<file path="src/common/ubec_pkg.sv">
package ubec_pkg;

  // Widths and fixed figures of the bit-clock generator.
  localparam int DIV_W = 16;
  localparam int ETU_W = 11;
  localparam int FRAC_W = 3;
  localparam int FRAC_STEPS = 8;
  localparam int PRESCALE_DIV = 8;
  localparam logic [ETU_W-1:0] ETU_RATIO_RST = 11'h174;
  localparam logic [3:0] OVER8_LAST = 4'h7;
  localparam logic [3:0] OVER16_LAST = 4'hf;

  // Serial clock may be at most the master clock divided by 4.5 (in tenths).
  localparam int SYNC_MIN_RATIO_X10 = 45;
  localparam int SYNC_MIN_CYC = (SYNC_MIN_RATIO_X10 + 9) / 10;
  localparam logic [DIV_W:0] SYNC_MIN_PERIOD = (DIV_W+1)'(SYNC_MIN_CYC);

  // Clock source select encodings.
  localparam logic [1:0] SRC_MASTER = 2'h0;
  localparam logic [1:0] SRC_PRESCALED = 2'h1;
  localparam logic [1:0] SRC_EXTERNAL = 2'h3;

  typedef enum logic [1:0] {
    UBEC_ASYNC,
    UBEC_SYNC,
    UBEC_ISO
  } ubec_mode_t;

  typedef enum logic [1:0] {
    UBEC_OFF,
    UBEC_ON,
    UBEC_DRAIN
  } ubec_side_t;

  typedef struct packed {
    ubec_mode_t mode;
    logic normal_mode;
    logic over;
    logic [1:0] clk_source_select;
    logic clock_output_enable;
    logic [DIV_W-1:0] clock_divisor;
    logic [FRAC_W-1:0] frac_part;
  } ubec_cfg_t;

  typedef struct packed {
    logic rx_enable_cmd;
    logic rx_disable_cmd;
    logic rx_soft_reset;
    logic tx_enable_cmd;
    logic tx_disable_cmd;
    logic tx_soft_reset;
  } ubec_cmd_t;

endpackage : ubec_pkg

</file>
<file path="src/hdl/ubec_top.sv">
`timescale 1ns/1ps
`default_nettype none

module ubec_top #(
  parameter int PRESCALE = ubec_pkg::PRESCALE_DIV
) (
  // Clock and reset
  input wire logic CLK_I,
  input wire logic RESETN_I,
  // Configuration
  input wire ubec_pkg::ubec_cfg_t CFG_I,
  input wire logic ETU_WR_I,
  input wire logic [ubec_pkg::ETU_W-1:0] ETU_WDATA_I,
  // Control commands
  input wire logic CTRL_WR_I,
  input wire ubec_pkg::ubec_cmd_t CMD_I,
  // Character engine status
  input wire logic RX_BUSY_I,
  input wire logic TX_BUSY_I,
  input wire logic TX_HOLD_FULL_I,
  // Serial clock pin
  input wire logic SCK_I,
  output logic SCK_O,
  output logic SCK_OE_O,
  // Enables and soft resets
  output logic RX_EN_O,
  output logic TX_EN_O,
  output logic RX_SRST_O,
  output logic TX_SRST_O,
  // Bit clock
  output logic SAMPLE_TICK_O,
  output logic BAUD_TICK_O,
  output logic [ubec_pkg::ETU_W-1:0] ETU_RATIO_O
);
  import ubec_pkg::*;

  if (PRESCALE < 2 || PRESCALE > 256)
  begin : g_bad_prescale
    $error("PRESCALE must lie in 2..256");
  end

  typedef struct packed {
    logic sck_meta;
    logic sck_sync;
    logic sck_prev;
    logic [7:0] pre_cnt;
    logic [DIV_W:0] cd_cnt;
    logic [FRAC_W-1:0] frac_acc;
    logic frac_extra;
    logic [3:0] over_cnt;
    logic [ETU_W-1:0] etu_cnt;
    logic [ETU_W-1:0] etu_ratio;
    ubec_side_t rx_st;
    ubec_side_t tx_st;
    logic rx_srst;
    logic tx_srst;
    logic sample_tick;
    logic baud_tick;
    logic sck_pos;
  } ubec_state_t;

  localparam ubec_state_t STATE_RST = '{
    pre_cnt: 8'h00, cd_cnt: '0, frac_acc: '0, over_cnt: 4'h0, etu_cnt: '0,
    etu_ratio: ETU_RATIO_RST, rx_st: UBEC_OFF, tx_st: UBEC_OFF, default: 1'b0};
  localparam logic [7:0] PRE_LAST = 8'(PRESCALE - 1);

  ubec_state_t st_reg;
  ubec_state_t st_next;
  logic sck_neg_reg;
  logic ext_edge;
  logic src_tick;
  logic frac_active;
  logic ext_direct;
  logic sync_master;
  logic odd_master;
  logic cd_tick;
  logic [DIV_W:0] period;

  // Shared next-state of one side; reset beats disable, disable beats enable.
  function automatic ubec_side_t side_next(input ubec_side_t cur, input logic wr,
                                           input logic en, input logic dis,
                                           input logic rst, input logic busy);
    ubec_side_t nxt;
    nxt = cur;
    if (cur == UBEC_DRAIN && !busy)
      nxt = UBEC_OFF;
    if (wr && rst)
      nxt = UBEC_OFF;
    else if (wr && dis)
      nxt = (cur == UBEC_OFF || !busy) ? UBEC_OFF : UBEC_DRAIN;
    else if (wr && en)
      nxt = UBEC_ON;
    return nxt;
  endfunction : side_next

  always_comb
  begin
    st_next = st_reg;
    // The pin is read only through the second synchroniser stage.
    st_next.sck_meta = SCK_I;
    st_next.sck_sync = st_reg.sck_meta;
    st_next.sck_prev = st_reg.sck_sync;
    ext_edge = st_reg.sck_sync && !st_reg.sck_prev;

    st_next.pre_cnt = (st_reg.pre_cnt >= PRE_LAST) ? 8'h00 : st_reg.pre_cnt + 8'h01;
    case (CFG_I.clk_source_select)
      SRC_MASTER: src_tick = 1'b1;
      SRC_PRESCALED: src_tick = (st_reg.pre_cnt == PRE_LAST);
      SRC_EXTERNAL: src_tick = ext_edge;
      default: src_tick = 1'b0;
    endcase

    frac_active = CFG_I.mode == UBEC_ASYNC && CFG_I.normal_mode && CFG_I.frac_part != '0;
    ext_direct = CFG_I.mode == UBEC_SYNC && CFG_I.clk_source_select == SRC_EXTERNAL;
    sync_master = CFG_I.mode == UBEC_SYNC && CFG_I.clock_output_enable
                  && (CFG_I.clk_source_select == SRC_MASTER
                      || CFG_I.clk_source_select == SRC_PRESCALED);
    period = {1'b0, CFG_I.clock_divisor} + {{DIV_W{1'b0}}, frac_active && st_reg.frac_extra};
    if (sync_master && CFG_I.clock_divisor != '0 && period < SYNC_MIN_PERIOD)
      period = SYNC_MIN_PERIOD;

    // A divisor of 0 stops the clock; a period of 1 passes every source tick.
    cd_tick = 1'b0;
    if (CFG_I.clock_divisor == '0)
      st_next.cd_cnt = '0;
    else if (src_tick)
    begin
      if (st_reg.cd_cnt >= period - 1'b1)
      begin
        cd_tick = 1'b1;
        st_next.cd_cnt = '0;
      end
      else
        st_next.cd_cnt = st_reg.cd_cnt + 1'b1;
    end

    // Carrying eighths stretches one period in eight per step of the fraction.
    if (!frac_active)
    begin
      st_next.frac_acc = '0;
      st_next.frac_extra = 1'b0;
    end
    else if (cd_tick)
      {st_next.frac_extra, st_next.frac_acc} = {1'b0, st_reg.frac_acc} + {1'b0, CFG_I.frac_part};

    st_next.sample_tick = cd_tick;
    st_next.baud_tick = 1'b0;
    case (CFG_I.mode)
      UBEC_ASYNC:
      begin
        if (cd_tick)
        begin
          if (st_reg.over_cnt >= (CFG_I.over ? OVER8_LAST : OVER16_LAST))
          begin
            st_next.over_cnt = 4'h0;
            st_next.baud_tick = 1'b1;
          end
          else
            st_next.over_cnt = st_reg.over_cnt + 4'h1;
        end
      end
      UBEC_SYNC:
      begin
        st_next.over_cnt = 4'h0;
        st_next.sample_tick = ext_direct ? ext_edge : cd_tick;
        st_next.baud_tick = ext_direct ? ext_edge : cd_tick;
      end
      UBEC_ISO:
      begin
        st_next.over_cnt = 4'h0;
        if (cd_tick && st_reg.etu_ratio != '0)
        begin
          if (st_reg.etu_cnt >= st_reg.etu_ratio - 1'b1)
          begin
            st_next.etu_cnt = '0;
            st_next.baud_tick = 1'b1;
          end
          else
            st_next.etu_cnt = st_reg.etu_cnt + 1'b1;
        end
      end
      default:
        st_next.over_cnt = 4'h0;
    endcase
    if (CFG_I.mode != UBEC_ISO)
      st_next.etu_cnt = '0;
    if (ETU_WR_I)
      st_next.etu_ratio = ETU_WDATA_I;

    // Divided clock is high for the first half of each period.
    st_next.sck_pos = CFG_I.clock_divisor != '0
                      && st_next.cd_cnt < {1'b0, period[DIV_W:1]};
    odd_master = CFG_I.clk_source_select == SRC_MASTER && period[0];

    // Both sides decide from one command write, each on its own fields.
    st_next.rx_st = side_next(st_reg.rx_st, CTRL_WR_I, CMD_I.rx_enable_cmd,
                              CMD_I.rx_disable_cmd, CMD_I.rx_soft_reset, RX_BUSY_I);
    st_next.tx_st = side_next(st_reg.tx_st, CTRL_WR_I, CMD_I.tx_enable_cmd,
                              CMD_I.tx_disable_cmd, CMD_I.tx_soft_reset,
                              TX_BUSY_I || TX_HOLD_FULL_I);
    st_next.rx_srst = CTRL_WR_I && CMD_I.rx_soft_reset;
    st_next.tx_srst = CTRL_WR_I && CMD_I.tx_soft_reset;
  end

  always_ff @(posedge CLK_I)
  begin
    if (!RESETN_I)
      st_reg <= STATE_RST;
    else
      st_reg <= st_next;
  end

  // Half-cycle stretch of the high phase makes an odd master-clock divisor
  // symmetric; a period of 1 cannot be stretched and leaves the pin low.
  always_ff @(negedge CLK_I)
  begin
    if (!RESETN_I)
      sck_neg_reg <= 1'b0;
    else
      sck_neg_reg <= st_reg.sck_pos;
  end

  assign SCK_O = st_reg.sck_pos || (odd_master && sck_neg_reg);
  assign SCK_OE_O = CFG_I.clock_output_enable && CFG_I.mode != UBEC_ASYNC
                    && CFG_I.clk_source_select != SRC_EXTERNAL;
  assign RX_EN_O = st_reg.rx_st != UBEC_OFF;
  assign TX_EN_O = st_reg.tx_st != UBEC_OFF;
  assign RX_SRST_O = st_reg.rx_srst;
  assign TX_SRST_O = st_reg.tx_srst;
  assign SAMPLE_TICK_O = st_reg.sample_tick;
  assign BAUD_TICK_O = st_reg.baud_tick;
  assign ETU_RATIO_O = st_reg.etu_ratio;
endmodule : ubec_top

`default_nettype wire

</file>
<file path="config.mk">
export PLATFORM = sky130hd
export DESIGN_NAME = ubec_top
export DESIGN_NICKNAME = d
export VERILOG_FILES = /design/src/common/ubec_pkg.sv /design/src/hdl/ubec_top.sv
export SDC_FILE = /design/constraint.sdc
export NUM_CORES = 1
export LEC_CHECK = 0
export BUFFER_PORTS_ARGS = -buffer_cell sky130_fd_sc_hd__buf_2
export CAP_MARGIN = 20
export CORE_MARGIN = 1.5
export CORE_UTILIZATION = 51
export DETAILED_ROUTE_END_ITERATION = 10
export GPL_TIMING_DRIVEN = 1
export PLACE_DENSITY_LB_ADDON = 0.3
export REMOVE_ABC_BUFFERS = 1
export SLEW_MARGIN = 20
export SYNTH_ARGS = -nofsm -noshare
export SYNTH_HDL_FRONTEND = slang
export SYNTH_SLANG_ARGS = --single-unit
export TNS_END_PERCENT = 20
</file>
<file path="constraint.sdc">
create_clock -name CLK_I -period 10.7 [get_ports CLK_I]
set_input_delay 1.07 -clock CLK_I [delete_from_list [all_inputs] [get_ports CLK_I]]
set_output_delay 1.07 -clock CLK_I [all_outputs]
set_load 0.01 [all_outputs]
</file>
# Yosys cells after proc, flatten, opt, wreduce, memory -nomap -nowiden
# Index checks and enable logic that the tools add are counted.
# op_classes
n_addsub,8
order_cmp,6
n_eq_ne,9
n_mux,26
bitwise,1
n_reduce_logical,51
# ops
op,count
17-bit two-way mux,4
1-bit logical AND,23
16-bit by 1-bit adder with 17-bit output,1
"17-bit by 1-bit adder with 17-bit output, second input constant",1
17-bit >= comparator,1
17-bit by 16-bit less-than comparator with 1-bit output,1
"17-bit by 3-bit less-than comparator with 1-bit output, second input constant",1
"17-bit by 1-bit subtractor with 17-bit output, second input constant",1
16-bit zero test,1
2-bit two-way mux,8
16-bit nonzero test,1
"11-bit by 1-bit adder with 11-bit output, second input constant",1
11-bit >= comparator,1
11-bit two-way mux,1
11-bit nonzero test,1
"11-bit by 1-bit subtractor with 11-bit output, second input constant",1
1-bit two-way mux,9
3-bit nonzero test,3
"8-bit by 1-bit adder with 8-bit output, second input constant",1
"2-bit == test, second input constant",4
"8-bit by 3-bit == test with 1-bit output, second input constant",1
"8-bit by 3-bit >= comparator with 1-bit output, second input constant",1
2-bit zero test,4
4-bit two-way mux,2
12 further kinds,28
# totals
register_bits,68
input_bits,51
out_inout_bits,19
wordCells,119

# Longest topological paths before layout
# Gate-level depths: netlist (run 1).
# depth
ltp_word,16
ltp_mapped,33
mapped_depth_nobuf,30

==> results of run 1 <==
==> cell type report <==
| class | instances | area share |
|---|---|---|
| sequential | 68 | 0.2382 |
| tap | 133 | 0.02912 |
| timing repair buffer | 69 | 0.06042 |
| multi-input combinational | 520 | 0.6243 |
| clock buffer | 11 | 0.02299 |
| clock inverter | 6 | 0.009851 |
| inverter | 23 | 0.01511 |
==> metrics by stage <==
| step | hold slack (ns) | setup slack (ns) | utilization | power, mW | instances |
|---|---|---|---|---|---|
| finish | 0.4360 | 2.101 | 0.5821 | 0.5502 | 830 |
| global route | 0.4898 | 1.324 | 0.5821 | 0.5753 | 830 |
| CTS | 0.4353 | 2.142 | 0.5821 | 0.5536 | 830 |
| detailed placement | 0.4177 | 1.789 | 0.5633 | 0.3462 | 814 |
| global placement | 0.4217 | 2.062 | 0.5633 | 0.3424 | 814 |
| floorplan | 0.4118 | 3.192 | - | 0.3126 | 612 |
==> power by group <==
group          total [mW]  switching, mW  leakage (nW)  internal, mW
clock               0.210          0.103         0.100         0.107
combinational      0.0771         0.0445          1.80        0.0326
sequential          0.263        0.00446         0.554         0.258
total               0.550          0.152          2.46         0.398
==> metal layers <==
| layer | global-route usage | up-vias | wire length, um |
|---|---|---|---|
| li1 | - | 2385 | - |
| met1 | 0.3114 | 2184 | 5891 |
| met2 | 0.3770 | 120 | 5581 |
| met3 | 0.05075 | 18 | 642 |
| met4 | 0.06746 | 0 | 176 |
| met5 | 0 | - | 0 |
==> cell usage in the layout, fill, tap and decap left out, drive strengths merged, types with 8 or more instances in the layout <==
master,count
mux2i,16
buf,69
nor3b,12
inv,24
nand3,32
nand4,17
and3,11
clkbuf,11
a21oi,28
dfxtp,68
nand2,45
a21o,11
ha,56
xnor2,32
o21ai,21
xor2,26
nor2,72
and2,18
nor2b,12
or4,8
nor3,25
nor4,11
==> final timing paths <==
path | to | startpoint | slack (ns)
worst max register to register | st_reg[0] | st_reg[35] | 3.04
worst max-delay path | st_reg[0] | CFG_I[25] | 2.10
worst min register to register | st_next[64] | st_next[65] | 0.44
worst min-delay path | st_next[64] | st_next[65] | 0.44
==> logic make-up after synthesis <==
logic type	Yosys count	share of synthesized area
buffers and inverters	56	0.05391
and+or+nand+nor	285	0.2910
adders and majority gates	57	0.1386
xor gates and xnor gates	58	0.09771
AOI/OAI and AO/OA	100	0.1254
DFF	68	0.2619
other	1	0.0007213
muxes	16	0.03081
==> results by group, run 1 <==
CTS
  – Max clock buf depth: 2
  – Clk_lat worst skew: 0.39 ns
  – Clk sinks: 68
  – Clk pin slew, worst setup/hold paths: 0.07 ns
  – H-tree levels: 3
  – CTS-repair resized insts: 0
  – CTS root buf: clkbuf_8
  – Cts hold-fix bufs: 0
  – Num CTS Buffers: 9
  – CTS tree: done
  – Setup bufs post-CTS: 0

Floorplan
  – Initial Util: 0.5294
  – Io pins: 70
  – Die height: 104.0 um
  – Die area: roughly 11000 um2
  – Die X: around 100 um
  – Core ar.: approximately 10000 um2
  – # rows: 36

Logic synthesis
  – Synth area leader: dfxtp_1
  – Synth area leaders: dfxtp_1, ha_1, xnor2_1, nor2_1, xor2_1
  – Mapped cell area: 5199 um2
  – Top cell type's share of synthesized area: 0.2619
  – Top-count cell post-synth: nor2_1
  – Post-synth EDFFs: 0
  – Fraction of registers with async set/reset: 0
  – Syn Area/Cell: between 8 and 9 um2
  – Unique cell type count in the Yosys netlist: 62
  – Post-synthesis register bit count: 68
  – Seq/Total Area, Yosys: 0.2619
  – Yosys Warn Count: 0
  – Post-synthesis cell count: approximately 640
  – Post-synth top cells: nor2_1, dfxtp_1, ha_1
  – Ys flop type: dfxtp_1

Drt
  – Wire length per cell: around 15 um
  – Vias per cell: approximately 5.7
  – Via count: 4707
  – Residual DRC: 0
  – Iter 0 DRT Violations: roughly 180
  – Drt pass-1 iters: 4
  – Final ANT Viol Nets: 0
  – Final WL: between 10000 and 15000 um

Timing
  – Clk_skew: 0.03563 ns
  – Worst-Margin Slew: 0.9610 ns
  – Final period util: 0.8036
  – Setup violators final: 0
  – Setup TNS: 0 ns
  – Hold Violations, Final: 0
  – Max transition margin: 0.3565
  – Max Fclk: about 0.12 GHz
  – Post-layout min period: between 8 and 9 ns
  – Pins Over Slew Limit: 0
  – RSZ-0062 raised after global routing: false

GRT
  – Antenna violations before repair: 0
  – Total track usage: 0.2329
  – Overflow after GRT: 0
  – First-pass GRT wire length: 20700 um
  – Pin count of the biggest net entering global routing: 45
  – Number of global-route vias before repair: approximately 4500

Hold path
  – Hold WC Path Type: register to register
  – WHS Path Cells: 1

Final layout
  – Footprint of the multi-input gates: 3568 um2
  – Diode count: 0
  – Post-route cell area: approximately 5700 um2
  – Final #Nets: 800
  – Filler cells: roughly 900
  – Layout cell share with drive strength beyond 1: 0.1392
  – P&R area growth vs syn: 9.940%
  – Register Area: between 1000 and 1500 um2
  – Max reg flops: 50

Critical path
  – Worst EP required: between 10 and 15 ns
  – Critical path's most frequent cell: ha_1
  – Worst Path Max Fanout: 24
  – R2R depth: 26
  – Crit path DAT: about 8.9 ns
  – CP Class: input port to register
  – CP bufs+invs: 1
  – Top cell family by delay on the critical path: compound AO/OA/AOI/OAI gates
  – Crit-path max cell delay: 0.79 ns
  – Slowest-stage cell, CP: o211ai_1
  – CP Launch Type: input port
  – CP Depth: 29
  – Setup crit end kind: register

Placed design
  – GPL Wtd Cong: about 0.9
  – Port Buffers: approximately 70
  – Detailed Place HPWL: about 9600 um
  – DP Area: between 5000 and 6000 um2

Power and ir drop
  – Peak supply drop: around 67 uV
  – PwrDens: 96.26 nW/um2
  – Leakage: between 2 and 2.5 nW

Run status
  – Status: finished, final reports clean

Flow run
  – Max cap viols: 0
No activity file was read; power rests on OpenSTA's default activity.
==> run 2: changes to the inputs <==
==> constraint.sdc (replaced) <==
create_clock -name CLK_I -period 7.9 [get_ports CLK_I]
set_input_delay 0.79 -clock CLK_I [delete_from_list [all_inputs] [get_ports CLK_I]]
set_output_delay 0.79 -clock CLK_I [all_outputs]
set_load 0.01 [all_outputs]
==> run 2 against run 1 <==
  * Register-to-register slack worse by 1.8 ns
  * Utilization rose by 1.4 points
  * Sequential share of layout area shrank 0.54 points
  * Largest power group is now clock
  * Cell count grew 0.48%
  * Sequential power is 35% higher
  * Combinational power rose by 36%
  * Via count increased by 0.76%
  * Highest routed layer unchanged
  * First-iteration DRC count up 68%
==> results by group, run 2 (synthesized netlist as in run 1, its figures left out) <==
GRT
  – GR Layer Usage met2: 0.3832 (+0.006149)
  – Overflow after GRT: 0 (unchanged)
  – Pin count of the biggest net entering global routing: 45 (unchanged)
  – Met3 Use GR: 0.03822 (-0.01253)
  – Number of global-route vias before repair: 4484 (+0.18%)
  – Grt met1 use: 0.3234 (+0.01194)
  – Gr busiest metal: met2
  – First-pass GRT wire length: 21010 um (+1.5%)
  – Total track usage: 0.2341 (+0.001208)
  – Antenna violations before repair: 0 (unchanged)

Drt
  – Residual DRC: 0 (unchanged)
  – Drt pass-1 iters: 5 (+1)
  – Vias per cell: 5.687 (+0.28%)
  – Final ANT Viol Nets: 0 (unchanged)
  – Via count: 4743 (+0.76%)
  – Iter 0 DRT Violations: 309 (+68%)
  – Final WL: 12650 um (+2.9%)
  – Wire length per cell: 15.16 um (+2.4%)

Final layout
  – Register Area: 1361 um2 (unchanged)
  – Most frequent cells in the layout: nor2_1, buf_2, dfxtp_1
  – Finished Core Util: 0.5956 (+0.01351)
  – Post-route cell area: 5848 um2 (+2.3%)
  – Final #Nets: 804 (+0.50%)
  – Layout cell share with drive strength beyond 1: 0.1526 (+0.01347)
  – Filler cells: 897 (-3.2%)
  – Max reg flops: 50 (unchanged)
  – P&R area growth vs syn: 12.49%
  – Footprint of the multi-input gates: 3585 um2 (+0.46%)
  – Most common cell after layout, fill and taps aside: nor2_1
  – Diode count: 0 (unchanged)
  – Fin cells: 834 (+0.48%)

Floorplan
  – Die height: 104.0 um (unchanged)
  – Core ar.: 9819 um2 (unchanged)
  – Io pins: 70 (unchanged)
  – Die area: 10810 um2 (unchanged)
  – # rows: 36 (unchanged)
  – Initial Util: 0.5294 (unchanged)
  – Die X: 104.0 um (unchanged)

Timing
  – Pins Over Slew Limit: 0 (unchanged)
  – Clk_skew: 0.03745 ns (+0.001821 ns)
  – Setup TNS: 0 ns (unchanged)
  – Max transition margin: 0.3848 (+0.02833)
  – Max Fclk: between 0.1 and 0.15 GHz
  – Setup violators final: 0 (unchanged)
  – WHS: 0.4451 ns (+0.009180 ns)
  – Final period util: 0.9231
  – Worst-Margin Slew: 0.9187 ns (-0.04231 ns)
  – Hold Violations, Final: 0 (unchanged)
  – Post-layout min period: between 7 and 8 ns
  – RSZ-0062 raised after global routing: false

Power and ir drop
  – Peak supply drop: 79.85 uV (+20%)
  – Leakage: 2.517 nW (+2.5%)
  – PwrDens: 146.2 nW/um2 (+52%)

Critical path
  – CP Class: input port to register
  – CP Launch Type: input port
  – Worst Path Max Fanout: 8 (-67%)
  – Critical path's most frequent cell: ha_1
  – Worst EP required: 8.19 ns (-2.82 ns)
  – Setup crit end kind: register
  – Crit-path max cell delay: 0.48 ns (-0.31 ns)
  – Slowest-stage cell, CP: o41ai_2
  – Crit path DAT: 7.58 ns (-1.32 ns)

CTS
  – Clk sinks: 68 (unchanged)
  – Cts hold-fix bufs: 0 (unchanged)
  – Max clock buf depth: 2 (unchanged)
  – Num CTS Buffers: 9 (unchanged)
  – H-tree levels: 3 (unchanged)
  – Clk_lat worst skew: 0.38 ns (about the same)
  – Setup bufs post-CTS: 0 (unchanged)
  – CTS tree: done
  – CTS root buf: clkbuf_8
  – Clk pin slew, worst setup/hold paths: 0.09 ns (+0.02 ns)

Placed design
  – Port Buffers: 69 (unchanged)
  – Detailed Place HPWL: 9655 um (+0.47%)
  – Cell Count Post-Placement: 818 (+0.49%)
  – GPL Wtd Cong: 0.9105 (+1.2%)
  – DP Area: 5562 um2 (+0.54%)

Hold path
  – Hold WC Path Type: register to register

Flow run
  – Max cap viols: 0 (unchanged)

Run status
  – Status: finished, final reports clean
-- run 2: cell count changes in the layout (fill, tap and decap cells not counted), moves of 2 or more --
cell	change
bufinv_16	+3
buf_4	+4
clkinv_2	-2
clkbuf_1	-2
-- run 2: path summary, 6_finish.rpt --
check | endpoint | cells after the start | slack, ns | from
setup reg to reg | st_reg[0] | 26 | 1.26 | st_reg[35]
hold / removal | st_next[64] | 1 | 0.45 | st_next[65]
setup / recovery | st_reg[0] | 29 | 0.61 | CFG_I[25]
hold reg to reg | st_next[64] | 1 | 0.45 | st_next[65]
-- run 2: final cells by class --
cell class,instances,area share
clock buffer,9,0.02118
clock inverter,8,0.02567
inverter,23,0.01476
multi-input combinational,520,0.6130
sequential,68,0.2328
tap,133,0.02846
timing repair buffer,73,0.06418
-- run 2: routing by layer --
| layer | up-vias | wire (um) |
|---|---|---|
| met2 | 129 | 5809 |
| met1 | 2226 | 6122 |
| li1 | 2373 | - |
| met5 | - | 0 |
| met3 | 15 | 564 |
| met4 | 0 | 149 |
-- run 2: metrics by stage --
stage / setup WS (ns) / total power, mW
after floorplan: 0.6719 / 0.4233
after global placement: 0.4732 / 0.4647
after detailed placement: 0.1045 / 0.4683
after CTS: 0.4319 / 0.8586
after global routing: 0.05222 / 0.8907
final: 0.6073 / 0.8550
-- run 2: report_power, final --
| group | internal (mW) | switching (mW) | total [mW] |
|---|---|---|---|
| Sequential | 0.350 | 0.00600 | 0.356 |
| Combinational | 0.0445 | 0.0607 | 0.105 |
| Clock | 0.245 | 0.149 | 0.394 |
-- run 2: what timing repair did --
action | 4_1_cts | 5_1_grt
gates resized for setup | 0 | 3
hold endpoints to repair | 0 | 0
endpoints found under the setup margin | 0 | 1
-- run 2: critical path: cells and delay by family --
kind	cells	cell delay, ns
AOI/OAI and AO/OA	12	2.99
xor gates and xnor gates	2	0.42
adders and majority gates	5	1.40
buffers and inverters	1	0.13
and+or+nand+nor	9	1.85
==> run 3: changes to the inputs <==
==> constraint.sdc (replaced) <==
create_clock -name CLK_I -period 9.02 [get_ports CLK_I]
set_input_delay 0.902 -clock CLK_I [delete_from_list [all_inputs] [get_ports CLK_I]]
set_output_delay 0.902 -clock CLK_I [all_outputs]
set_load 0.01 [all_outputs]
==> run 3 against run 2 <==
  * Sequential power fell by 12%
  * Flip-flop and latch count did not move
  * Via count is 0.65% lower
  * Setup slack gained 0.51 ns
  * Combinational power shrank 14%
  * Critical endpoint unchanged
  * Largest cell class unchanged
==> results by group, run 3 (synthesized netlist as in run 1, its figures left out) <==
Critical path
  – Critical path's most frequent cell: ha_1
  – Setup crit end kind: register
  – Crit path DAT: 8.20 ns (+0.62 ns)
  – Worst EP required: 9.31 ns (+1.12 ns)
  – CP Launch Type: input port
  – CP Class: input port to register
  – Crit-path max cell delay: 0.65 ns (+0.17 ns)
  – Slowest-stage cell, CP: o41ai_1
  – Worst Path Max Fanout: 14 (+6)

Timing
  – Setup TNS: 0 ns (unchanged)
  – Worst-Margin Slew: 0.8606 ns (-0.05812 ns)
  – Setup violators final: 0 (unchanged)
  – Hold Violations, Final: 0 (unchanged)
  – Final period util: 0.8759
  – Pins Over Slew Limit: 0 (unchanged)
  – RSZ-0062 raised after global routing: false
  – Clk_skew: 0.04323 ns (+0.005781 ns)
  – Final setup margin: 1.119 ns (+0.5121 ns)
  – Max Fclk: 0.1266 GHz
  – Post-layout min period: just under 8 ns
  – Max transition margin: 0.4238 (+0.03892)
  – WHS: 0.4537 ns (+0.008555 ns)

Final layout
  – Layout cell share with drive strength beyond 1: 0.1459 (-0.006716)
  – Max reg flops: 50 (unchanged)
  – Finished Core Util: 0.5852 (-0.01032)
  – Final #Nets: 802 (-0.25%)
  – Most common cell after layout, fill and taps aside: nor2_1
  – Post-route cell area: 5747 um2 (-1.7%)
  – Diode count: 0 (unchanged)
  – P&R area growth vs syn: 10.54%
  – Most frequent cells in the layout: nor2_1, buf_2, dfxtp_1
  – Fin cells: 832 (-0.24%)

GRT
  – Pin count of the biggest net entering global routing: 45 (unchanged)
  – Antenna violations before repair: 0 (unchanged)
  – First-pass GRT wire length: 20320 um (-3.3%)
  – Number of global-route vias before repair: 4328 (-3.5%)
  – Total track usage: 0.2260 (-0.008159)
  – Overflow after GRT: 0 (unchanged)

Placed design
  – Port Buffers: 69 (unchanged)
  – Cell Count Post-Placement: 816 (-0.24%)
  – GPL Wtd Cong: 0.8801 (-3.3%)
  – DP Area: 5547 um2 (-0.27%)
  – Detailed Place HPWL: 9638 um (-0.18%)
  – DP Worst Slack: 0.7700 ns (+0.6656 ns)

Drt
  – Final WL: 12230 um (-3.3%)
  – Wire length per cell: 14.70 um (-3.0%)
  – Vias per cell: 5.663 (-0.41%)
  – Via count: 4712 (-0.65%)
  – Iter 0 DRT Violations: 238 (-23%)
  – Final ANT Viol Nets: 0 (unchanged)
  – Drt pass-1 iters: 8 (+3)
  – Residual DRC: 0 (unchanged)

Floorplan
  – Core ar.: 9819 um2 (unchanged)
  – Die height: 104.0 um (unchanged)
  – # rows: 36 (unchanged)
  – Die area: 10810 um2 (unchanged)
  – Die X: 104.0 um (unchanged)
  – Io pins: 70 (unchanged)
  – Initial Util: 0.5294 (unchanged)

Power and ir drop
  – Leakage: 2.463 nW (-2.1%)
  – Peak supply drop: 76.14 uV (-4.6%)
  – Pwr Total: 0.6592 mW (-23%)
  – PwrDens: 114.7 nW/um2 (-22%)

CTS
  – Setup bufs post-CTS: 0 (unchanged)
  – Clk sinks: 68 (unchanged)
  – Clk_lat worst skew: 0.39 ns (about the same)
  – Clk pin slew, worst setup/hold paths: 0.08 ns (about the same)
  – H-tree levels: 3 (unchanged)
  – CTS tree: done
  – Num CTS Buffers: 9 (unchanged)
  – CTS-repair resized insts: 0 (unchanged)
  – Max clock buf depth: 2 (unchanged)
  – Cts hold-fix bufs: 0 (unchanged)
  – CTS root buf: clkbuf_8

Run status
  – Status: finished, final reports clean

Hold path
  – Hold WC Path Type: register to register

Flow run
  – Max cap viols: 0 (unchanged)
-- run 3: cell count changes in the layout (fill, tap and decap cells not counted) --
cell / change
clkinvlp_2: +1
buf_4: -2
ha_2: -1
bufinv_16: -3
o41ai_2: -1
nor4_1: +1
o41ai_1: +1
clkinvlp_4: +2
ha_1: +1
nor4_2: -1
-- run 3: worst paths after layout --
kind | from | endpoint | slack (ns) | cells past startpoint
max | CFG_I[25] | st_reg[0] | 1.12 | 31
min | st_next[65] | st_next[64] | 0.45 | 1
max reg2reg | st_reg[35] | st_reg[0] | 1.84 | 28
min reg2reg | st_next[65] | st_next[64] | 0.45 | 1
-- run 3: critical path, delay by kind of cell --
kind	cells	cell delay, ns
AOI/OAI and AO/OA	11	2.70
xor gates and xnor gates	2	0.45
adders and majority gates	5	1.45
buffers and inverters	3	0.59
and+or+nand+nor	10	2.09
-- run 3: where the power goes --
part           internal, mW  switching [mW]
combinational        0.0385          0.0521
clock                 0.129           0.127
sequential            0.306         0.00556
-- run 3: layout make-up --
| cell class | count | area [um2] |
|---|---|---|
| Multi-Input combinational cell | 520 | 3568 |
| Clock buffer | 9 | 123.9 |
| Fill cell | 924 | 4073 |
| Sequential cell | 68 | 1361 |
| Clock inverter | 8 | 80.08 |
| Timing Repair Buffer | 71 | 360.3 |
| Tap cell | 133 | 166.4 |
| Inverter | 23 | 86.33 |
-- run 3: layer usage --
metal / vias up / part of all wire / global-route usage
li1: 2381 / - / -
met1: 2198 / 0.48 / 0.3120
met2: 120 / 0.46 / 0.3657
met3: 13 / 0.050 / 0.04135
met4: 0 / 0.0097 / 0.05258
met5: - / 0 / 0
